File: src/cfs_defs.svh
// Register offsets, field positions and reset values of the flag and base register block.
`ifndef CFS_DEFS_SVH
`define CFS_DEFS_SVH

// Word indices on the register bus.
`define CFS_IDX_SB 3'h0
`define CFS_IDX_FLAG 3'h1
`define CFS_IDX_STAT 3'h2

// Field positions inside the flag word.
`define CFS_FB_C 0
`define CFS_FB_D 1
`define CFS_FB_Z 2
`define CFS_FB_S 3
`define CFS_FB_B 4
`define CFS_FB_O 5
`define CFS_FB_I 6
`define CFS_FB_U 7
`define CFS_FB_IPL_LO 8
`define CFS_FB_IPL_HI 10
`define CFS_FB_RSV 11

// Positions of the update mask bits for condition flags.
`define CFS_UM_C 0
`define CFS_UM_Z 1
`define CFS_UM_S 2
`define CFS_UM_O 3

// Reset values.
`define CFS_RST_SB 16'h0000
`define CFS_RST_FLAG 11'h000
`define CFS_RST_GR 16'h0000

// Highest software trap number that forces the interrupt stack.
`define CFS_TRAP_ISP_MAX 6'h1f

`endif

File: src/cfs_pkg.sv
// Types shared by the flag and base register block.
package cfs_pkg;

  // Register bus answer states.
  typedef enum logic [0:0] {
    CFS_BUS_IDLE,
    CFS_BUS_ANSWER
  } cfs_bus_st_t;

endpackage : cfs_pkg

File: src/cfs_regbank.sv
// Two banks of general registers selected by the bank select flag.
`timescale 1ns/1ps
`default_nettype none
`include "cfs_defs.svh"

module cfs_regbank
  import cfs_pkg::*;
#(
  parameter int DW = 16,
  parameter int NREG = 7,
  parameter int NBANK = 2
) (
  // Clock, reset and enable.
  input wire logic clk,
  input wire logic rst_b,
  input wire logic clk_en,
  // Bank selection from the flag word.
  input wire logic bank_sel,
  // Core write port.
  input wire logic gr_we,
  input wire logic [2:0] gr_widx,
  input wire logic [DW-1:0] gr_wdata,
  // Core read port, registered.
  input wire logic [2:0] gr_ridx,
  output logic [DW-1:0] gr_rdata_q
);

  // Storage: bank-major, indexed by register number.
  logic [DW-1:0] mem_q [NBANK][NREG];
  // Read selection from the active bank.
  wire [DW-1:0] rd_sel_w;
  wire rd_ok_w;

  assign rd_ok_w = (32'(gr_ridx) < NREG);
  assign rd_sel_w = rd_ok_w ? mem_q[bank_sel][gr_ridx] : '0;

  // Each bank has its own write enable, so only the active bank changes.
  for (genvar b = 0; b < NBANK; b++) begin : g_bank
    for (genvar r = 0; r < NREG; r++) begin : g_reg
      wire hit_w;
      assign hit_w = gr_we && (32'(bank_sel) == b) && (32'(gr_widx) == r);
      always_ff @(posedge clk) begin
        if (!rst_b) begin
          mem_q[b][r] <= `CFS_RST_GR;
        end else if (clk_en && hit_w) begin
          mem_q[b][r] <= gr_wdata;
        end
      end
    end
  end

  // Registered read keeps the output straight from a flip-flop.
  always_ff @(posedge clk) begin
    if (!rst_b) begin
      gr_rdata_q <= `CFS_RST_GR;
    end else if (clk_en) begin
      gr_rdata_q <= rd_sel_w;
    end
  end

endmodule // cfs_regbank
`default_nettype wire

File: src/cfs_top.sv
// Processor flag word, static base pointer and banked general registers.
//
// Our own choices: the Avalon-MM register port and the address map.
`timescale 1ns/1ps
`default_nettype none
`include "cfs_defs.svh"

module cfs_top
  import cfs_pkg::*;
#(
  parameter int DW = 16
) (
  // Clock, reset and enable.
  input wire logic clk,
  input wire logic rst_b,
  input wire logic clk_en,
  // Avalon-MM slave, word addressed.
  input wire logic [2:0] avs_address,
  input wire logic avs_read,
  input wire logic avs_write,
  input wire logic [31:0] avs_writedata,
  input wire logic [3:0] avs_byteenable,
  output logic [31:0] avs_readdata,
  output logic avs_waitrequest,
  // ALU result and flag update request.
  input wire logic alu_valid,
  input wire logic [3:0] alu_upd_mask,
  input wire logic [DW-1:0] alu_result,
  input wire logic alu_carry,
  input wire logic alu_overflow,
  // Interrupt request from the controller.
  input wire logic irq_req,
  input wire logic [2:0] irq_level,
  // Acknowledge and trap events from the sequencer.
  input wire logic irq_ack,
  input wire logic [2:0] irq_ack_level,
  input wire logic trap_exec,
  input wire logic [5:0] trap_num,
  // General register port.
  input wire logic gr_we,
  input wire logic [2:0] gr_widx,
  input wire logic [DW-1:0] gr_wdata,
  input wire logic [2:0] gr_ridx,
  output logic [DW-1:0] gr_rdata,
  // State seen by the core.
  output logic [DW-1:0] static_base_pointer,
  output logic [10:0] processor_flag_word,
  output logic stack_sel_user,
  output logic irq_take
);

  // Flag word and static base pointer storage.
  logic [10:0] flag_q;
  logic [10:0] flag_d;
  logic [DW-1:0] sb_q;
  logic [DW-1:0] sb_d;
  // Registered interrupt decision.
  logic irq_take_q;
  // Bus answer machine and its registered outputs.
  cfs_bus_st_t bus_st_q;
  logic [31:0] rdata_q;
  logic wait_q;
  logic [31:0] rdata_d;

  // True when the word index matches a register slot.
  function automatic logic idx_is(input logic [2:0] a, input logic [2:0] off);
    idx_is = (a == off);
  endfunction

  // Merge a 16-bit value into old contents under the two low byte enables.
  function automatic logic [15:0] be_merge(input logic [15:0] old,
                                            input logic [15:0] nw,
                                            input logic [1:0] be);
    be_merge = old;
    if (be[0]) begin
      be_merge[7:0] = nw[7:0];
    end
    if (be[1]) begin
      be_merge[15:8] = nw[15:8];
    end
  endfunction

  // Address decode of the bus request.
  wire hit_sb_w;
  wire hit_flag_w;
  wire hit_stat_w;
  wire any_req_w;
  wire wr_fire_w;
  assign hit_sb_w = idx_is(avs_address, `CFS_IDX_SB);
  assign hit_flag_w = idx_is(avs_address, `CFS_IDX_FLAG);
  assign hit_stat_w = idx_is(avs_address, `CFS_IDX_STAT);
  assign any_req_w = avs_read || avs_write;
  // A write lands at the edge where waitrequest is sampled low.
  assign wr_fire_w = avs_write && (bus_st_q == CFS_BUS_ANSWER);

  // Flag fields written by software, padded to 16 bits for merging.
  wire [15:0] flag_wide_w;
  wire [15:0] flag_wr_w;
  assign flag_wide_w = {5'h00, flag_q};
  assign flag_wr_w = be_merge(flag_wide_w, avs_writedata[15:0], avs_byteenable[1:0]);

  // Condition flag values computed from the ALU result.
  wire res_zero_w;
  wire res_neg_w;
  assign res_zero_w = (alu_result == '0);
  assign res_neg_w = alu_result[DW-1];

  // Interrupt decision: enabled and strictly above the threshold.
  wire ipl_pass_w;
  wire irq_take_d;
  assign ipl_pass_w = irq_level > flag_q[`CFS_FB_IPL_HI:`CFS_FB_IPL_LO];
  assign irq_take_d = irq_req && flag_q[`CFS_FB_I] && ipl_pass_w;

  // A trap with a low number behaves like a hardware entry for the stack flag.
  wire trap_low_w;
  assign trap_low_w = trap_exec && (trap_num <= `CFS_TRAP_ISP_MAX);

  // Next flag word. Software writes first, hardware events override them,
  // so an event in the same cycle as a write is never lost.
  always_comb begin
    flag_d = flag_q;
    if (wr_fire_w && hit_flag_w) begin
      // Bit 11 is reserved and is never stored.
      flag_d = flag_wr_w[10:0];
    end
    if (alu_valid) begin
      // Only flags named by the mask move; the rest keep their value.
      if (alu_upd_mask[`CFS_UM_C]) begin
        flag_d[`CFS_FB_C] = alu_carry;
      end
      if (alu_upd_mask[`CFS_UM_Z]) begin
        flag_d[`CFS_FB_Z] = res_zero_w;
      end
      if (alu_upd_mask[`CFS_UM_S]) begin
        flag_d[`CFS_FB_S] = res_neg_w;
      end
      if (alu_upd_mask[`CFS_UM_O]) begin
        flag_d[`CFS_FB_O] = alu_overflow;
      end
    end
    if (irq_ack) begin
      flag_d[`CFS_FB_I] = 1'b0;
      flag_d[`CFS_FB_U] = 1'b0;
      flag_d[`CFS_FB_IPL_HI:`CFS_FB_IPL_LO] = irq_ack_level;
    end
    if (trap_exec) begin
      // A software trap enters the handler with interrupts closed too.
      flag_d[`CFS_FB_I] = 1'b0;
    end
    if (trap_low_w) begin
      flag_d[`CFS_FB_U] = 1'b0;
    end
  end

  // Next static base pointer; only software changes it.
  always_comb begin
    sb_d = sb_q;
    if (wr_fire_w && hit_sb_w) begin
      sb_d = be_merge(sb_q, avs_writedata[15:0], avs_byteenable[1:0]);
    end
  end

  // Read data mux; the reserved bit and unmapped slots read as zero.
  always_comb begin
    rdata_d = 32'h0000_0000;
    if (hit_sb_w) begin
      rdata_d = {16'h0000, sb_q};
    end else if (hit_flag_w) begin
      rdata_d = {21'h00_0000, flag_q};
    end else if (hit_stat_w) begin
      rdata_d = {29'h0000_0000, irq_take_q, flag_q[`CFS_FB_U], flag_q[`CFS_FB_B]};
    end
  end

  // Flag word storage.
  always_ff @(posedge clk) begin
    if (!rst_b) begin
      flag_q <= `CFS_RST_FLAG;
    end else if (clk_en) begin
      flag_q <= flag_d;
    end
  end

  // Static base pointer storage.
  always_ff @(posedge clk) begin
    if (!rst_b) begin
      sb_q <= `CFS_RST_SB;
    end else if (clk_en) begin
      sb_q <= sb_d;
    end
  end

  // Interrupt decision is registered so the output comes from a flip-flop.
  always_ff @(posedge clk) begin
    if (!rst_b) begin
      irq_take_q <= 1'b0;
    end else if (clk_en) begin
      irq_take_q <= irq_take_d;
    end
  end

  // Bus answer machine: one wait cycle, then one answer cycle.
  // The wait cycle lets read data come from a flip-flop at the cost of latency.
  always_ff @(posedge clk) begin
    if (!rst_b) begin
      bus_st_q <= CFS_BUS_IDLE;
      wait_q <= 1'b1;
      rdata_q <= 32'h0000_0000;
    end else if (clk_en) begin
      case (bus_st_q)
        CFS_BUS_IDLE: begin
          // Capture the answer and drop waitrequest for the next cycle.
          if (any_req_w) begin
            bus_st_q <= CFS_BUS_ANSWER;
            wait_q <= 1'b0;
            rdata_q <= avs_read ? rdata_d : 32'h0000_0000;
          end
        end
        CFS_BUS_ANSWER: begin
          // The master takes the answer at this edge and releases.
          bus_st_q <= CFS_BUS_IDLE;
          wait_q <= 1'b1;
        end
        default: begin
          bus_st_q <= CFS_BUS_IDLE;
          wait_q <= 1'b1;
        end
      endcase
    end
  end

  // Banked general registers, selected by the bank flag.
  cfs_regbank #(
    .DW(DW),
    .NREG(7),
    .NBANK(2)
  ) u_bank (
    .clk(clk),
    .rst_b(rst_b),
    .clk_en(clk_en),
    .bank_sel(flag_q[`CFS_FB_B]),
    .gr_we(gr_we),
    .gr_widx(gr_widx),
    .gr_wdata(gr_wdata),
    .gr_ridx(gr_ridx),
    .gr_rdata_q(gr_rdata)
  );

  // Outputs straight from flip-flops.
  assign avs_readdata = rdata_q;
  assign avs_waitrequest = wait_q;
  assign static_base_pointer = sb_q;
  assign processor_flag_word = flag_q;
  assign stack_sel_user = flag_q[`CFS_FB_U];
  assign irq_take = irq_take_q;

endmodule // cfs_top
`default_nettype wire

File: config.mk
export PLATFORM = sky130hd
export DESIGN_NAME = cfs_top
export DESIGN_NICKNAME = d
export VERILOG_FILES = /design/src/cfs_pkg.sv /design/src/cfs_regbank.sv /design/src/cfs_top.sv
export VERILOG_INCLUDE_DIRS = /design/src
export SDC_FILE = /design/constraint.sdc
export NUM_CORES = 1
export LEC_CHECK = 0
export BUFFER_PORTS_ARGS = -buffer_cell sky130_fd_sc_hd__buf_4
export CAP_MARGIN = 10
export CORE_ASPECT_RATIO = 2
export CORE_UTILIZATION = 35
export DETAILED_ROUTE_END_ITERATION = 10
export MAX_ROUTING_LAYER = met4
export PLACE_DENSITY = 0.65
export SLEW_MARGIN = 0
export SYNTH_ARGS = -nofsm -noshare
export SYNTH_HDL_FRONTEND = slang
export SYNTH_SLANG_ARGS = --single-unit
File: constraint.sdc
create_clock -name clk -period 3.2 [get_ports clk]
set_clock_uncertainty 0.05 [all_clocks]
set_input_delay 0.48 -clock clk [delete_from_list [all_inputs] [get_ports clk]]
set_output_delay 0.48 -clock clk [all_outputs]
set_load 0.02 [all_outputs]
After elaboration in Yosys (flattened, before gate mapping)

Memories as Yosys holds them, arrays and structs flattened. A register that Yosys moved wholly into a read port is not among the register bits.
Cells that the tools add are included.
Widths: inputs -> output; s select.

Reduce and logical (&&, ||, !) cells: 54
Equality and inequality tests: 9
$add $sub $neg: 0
Multipliers: 0
$lt $le $gt $ge: 4
Divide/modulo/power cells: 0
Muxes and demuxes: 84
Bitwise operators: 17
Shifts and indexed selects: 0

Operator list:

| kind               | count |
|---|---|
| $mux 16            | 18 |
| $mux 1             | 55 |
| $bmux 16 s3        | 1 |
| $logic_and 1x1->1  | 36 |
| $mux 32            | 1 |
| $mux 11            | 2 |
| $reduce_and 3->1   | 7 |
| $logic_not 16->1   | 1 |
| $or 1x1->1         | 14 |
| $reduce_bool 3->1  | 4 |
| $eq 3x2->1 const B | 3 |
| $eq 3x3->1 const B | 3 |
| $mux 8             | 1 |
| $eq 3x1->1 const B | 2 |
| $le 6x5->1 const B | 1 |
| $logic_not 3->1    | 2 |
| $mux 3             | 2 |
| $mux 5             | 1 |
| $ge 4x4->1 const B | 1 |
| $not 3->4          | 1 |
| $pmux 1 s2         | 2 |
| $reduce_bool 2->1  | 2 |
| $gt 3x3->1         | 1 |
| $lt 3x3->1 const B | 1 |
| other kinds (5)    | 6 |

Memory bits (read-only): 0
Output and inout port bits: 78
Word-level logic and storage cells: 181
Memories: 1
Bits in registers: 78
Bits in latches: 0
Bits in writable memories: 224

Memories:

| name         | words | width | rd ports | clocked after memory_dff | wr ports | line              | RTL |
|---|---|---|---|---|---|---|---|
| u_bank.mem_q | 2     | 112   | 1        | 1                        | 2        | cfs_regbank.sv:29 | `logic [DW-1:0] mem_q [NBANK][NREG];` |

Longest topological paths before layout

Depth in word-level cells: 8
Gate-level depth with buffers: 7
Gate-level depth less buffers: 6

Modules after synthesis

A second synthesis with hierarchy kept.

Cells, all modules: 998
Area total of the unflattened synthesis: 13249.0 um^2

Modules (own cells, without submodules):

| module      | instances | cells an instance | area an instance (um^2) |
|---|---|---|---|
| cfs_regbank | 1         | 762               | 11088.1 |
| cfs_top     | 1         | 236               | 2160.8 |

Worst setup path before layout

Ideal clock, no wire load.

Path kind: in2reg
Start point: input port clk_en
End point: memory u_bank.mem_q[1][100] in the netlist's numbering, enable pin
Cell stages on the path: 5
Arrival: 2409 ps
Library setup time: 411 ps
Setup slack: 329 ps
Buffers on the path: 3
Path through: buf_2 buf_2 clkbuf_1 nand3_1 o21ai_0

RTL lines:

| what            | line              | RTL |
|---|---|---|
| start, declared | cfs_top.sv:16     | `input wire logic clk_en,` |
| end, declared   | cfs_regbank.sv:29 |  |

==> reports/metrics.cfg <==
[clock_tree]
hold_buffers=0
cts_made_buffers=25
numClockSinks=287
clock-root-buffer=clkbuf_16
post_cts_buffers=0
path_clk_slew_ns=0.07
clk_latency_ns=0.54
htree_levels=1
cts_buffer_depth=3
cts_resized=0
cts_tree=yes

[worst_setup_path]
start_kind=flip-flop
r2r-end=u_bank.gr_rdata_q[9]
crit_type=reg -> reg
cp.arrival_ns=2.64
endpoint_kind=flip-flop
timing.reg2reg.setup_slack_ns=0.92
crit_fanout=17
r2r.worst_path.cells=5
critPathRequiredTime_ns=3.56

[sta]
setup_viol=0
fin_tns_setup_ns=0
clock.fmax_mhz=438
period_needed_ns=2.28
max-slew-margin-rel_pct=45.4
tightest_slew_ns=0.818
rsz0062_at_grt=no
period_share_pct=71.3
timing.final.ws_setup_ns=0.918
hold_viol_final=0
finalMaxSlewViolations=0

[yosys]
ys_types=51
ys.flop_type=edfxtp_1
async_reset_ff_share_pct=0
synth_edf_count=224
ys_ff_latch=287
synth_warnings=0
seq_area_frac_synth_pct=61.9
avgSynthCellArea_sq_um=13.6
postSynthCellCount=950
netlist_area_sq_um=12900

[power_and_ir_drop]
clockPowerShare_pct=37.8
p_leak_nw=5.66
seq_power_share_pct=54.5
switching_share_pct=22.8
power.total_mw=7.74
peakVddDrop_v=0.000374
p_per_area_nw_per_um2=511
p_int_mw=5.97
combinationalPowerShare_pct=7.7
p_switching_mw=1.77

[floorplanning]
io_pins=183
initial_core_util_pct=35.4
row_count=99
die-area_sq_um=37700
coreArea_sq_um=36400
die_w_microns=138
die_y_microns=273

[final_layout]
final_area_sq_um=15100
mostFrequentLayoutCell=and2_1
layout-drive-gt1-share_pct=25.3
final_cells=1556
final_cell_mix=226 x and2_1, 224 x edfxtp_1, 176 x buf_4, 62 x dfxtp_1, 48 x mux4_2
layout.nets=1192
seq_area_sq_um=7990
n_antenna_cell=0
area_delta_synth_final_pct=17.4
n_fill_cell=3377
multi_input_area_sq_um=4470

[routing]
viasPerCell=5.22
drt-total-wl_mm=34.5
antenna_left=0
drt-pass1-iter-count=5
vias=8130
first_iter_violations=558
drc=0
routedWlPerCell_microns=22.2

[placed_design]
io_buffers=143
hpwl_mm=22.8
placed_cell_area_sq_um=14400
place_ws_ns=0.779
placed_cells=1510
globalplace.congestion=0.841

[global_routing]
grt_use_total_pct=18.9
grt_pass1_wl_mm=49.8
grt-ovfl-total=0
antenna_found_initial=0
grt_pass1_vias=8355
grt_max_degree=47

[min_path]
min_to=static_base_pointer[0]
worstHoldStart=avs_writedata[0]
hp-class=in -> reg
hold_depth=3

[run_status]
status=completed

[flow_run]
maxCapViolCount=0

-- routing by layer --
metal	up-vias	part of all wire, %	global-route usage [%]	wire length [microns]
li1	3707	-	-	-
met1	4013	33	18.1	11400
met2	328	54	35.1	18800
met3	82	6.9	2.80	2390
met4	0	5.4	10.5	1850
met5	-	0	-	0
-- cell type report --
class	instances	area share, %
sequential	287	52.8
clock buffer	34	4.49
inverter	6	0.149
tap	454	3.75
clock inverter	11	0.562
multi-input combinational	587	29.5
timing repair buffer	177	8.80
-- per-stage QoR --
step / util, % / hold slack [ns]
floorplan: - / 0.454
global placement: 39.5 / 0.420
detailed placement: 39.5 / 0.422
CTS: 41.6 / 0.111
global route: 41.6 / 0.130
finish: 41.6 / 0.124
-- power by group through the flow --
stage          Clock [mW]  Sequential (mW)  Combinational, mW
2_1_floorplan           0             4.31              0.307
3_3_place_gp            0             4.29              0.593
3_5_place_dp            0             4.30              0.603
4_1_cts              2.98             4.22              0.605
5_1_grt              3.09             4.23              0.643
6_report             2.92             4.21              0.598
-- logic make-up after synthesis --
| family | Yosys count | synth area share (%) |
|---|---|---|
| AOI/OAI and AO/OA | 126 | 5.88 |
| adders and majority gates | 3 | 0.291 |
| buffers and inverters | 91 | 3.86 |
| DFF | 287 | 61.9 |
| muxes | 88 | 11.5 |
| other | 1 | 0.0291 |
| and+or+nand+nor | 354 | 16.5 |
-- critical path, cell delays in order (launching register included) --
cell and delay [ns]:
dfxtp_4 0.59, buf_4 0.37, buf_4 0.36, mux4_2 0.55, a21oi_1 0.15, nor3_1 0.05
-- synth_stat cells, types with 5 or more instances --
master	number	area (sq um)
clkbuf_1	31	116
o21ai_0	52	260
buf_4	19	143
buf_2	26	130
nor3_1	16	80.1
and2_1	226	1410
nor2_1	37	139
nand2_1	8	30.0
dfxtp_1	63	1260
o22ai_1	16	100
nor2b_1	5	31.3
nor2_2	12	75.1
mux4_2	48	1080
a31oi_1	5	31.3
nand3b_1	5	37.5
nand3_1	8	40.0
mux2i_1	40	400
a222oi_1	8	80.1
a21oi_1	25	125
nand2b_1	11	68.8
edfxtp_1	224	6730
buf_6	7	78.8
a22oi_1	8	60.1
-- registers in the layout, indices dropped and copies added, names as in the netlist, named ones only --
signal               count
u_bank.mem_q           224
avs_readdata            16
static_base_pointer     16
u_bank.gr_rdata_q       16
processor_flag_word     11
avs_waitrequest          1
bus_st_q                 1
irq_take                 1
-- how the worst max path moves through the flow --
stage,slack (ns),end
floorplan,0.33,u_bank.mem_q[1][100]
global placement,0.81,u_bank.mem_q[0][58]
detailed placement,0.78,u_bank.mem_q[0][57]
CTS,0.87,u_bank.gr_rdata_q[9]
global route,0.78,u_bank.gr_rdata_q[9]
finish,0.92,u_bank.gr_rdata_q[9]
No activity file was read; power rests on OpenSTA's default activity.
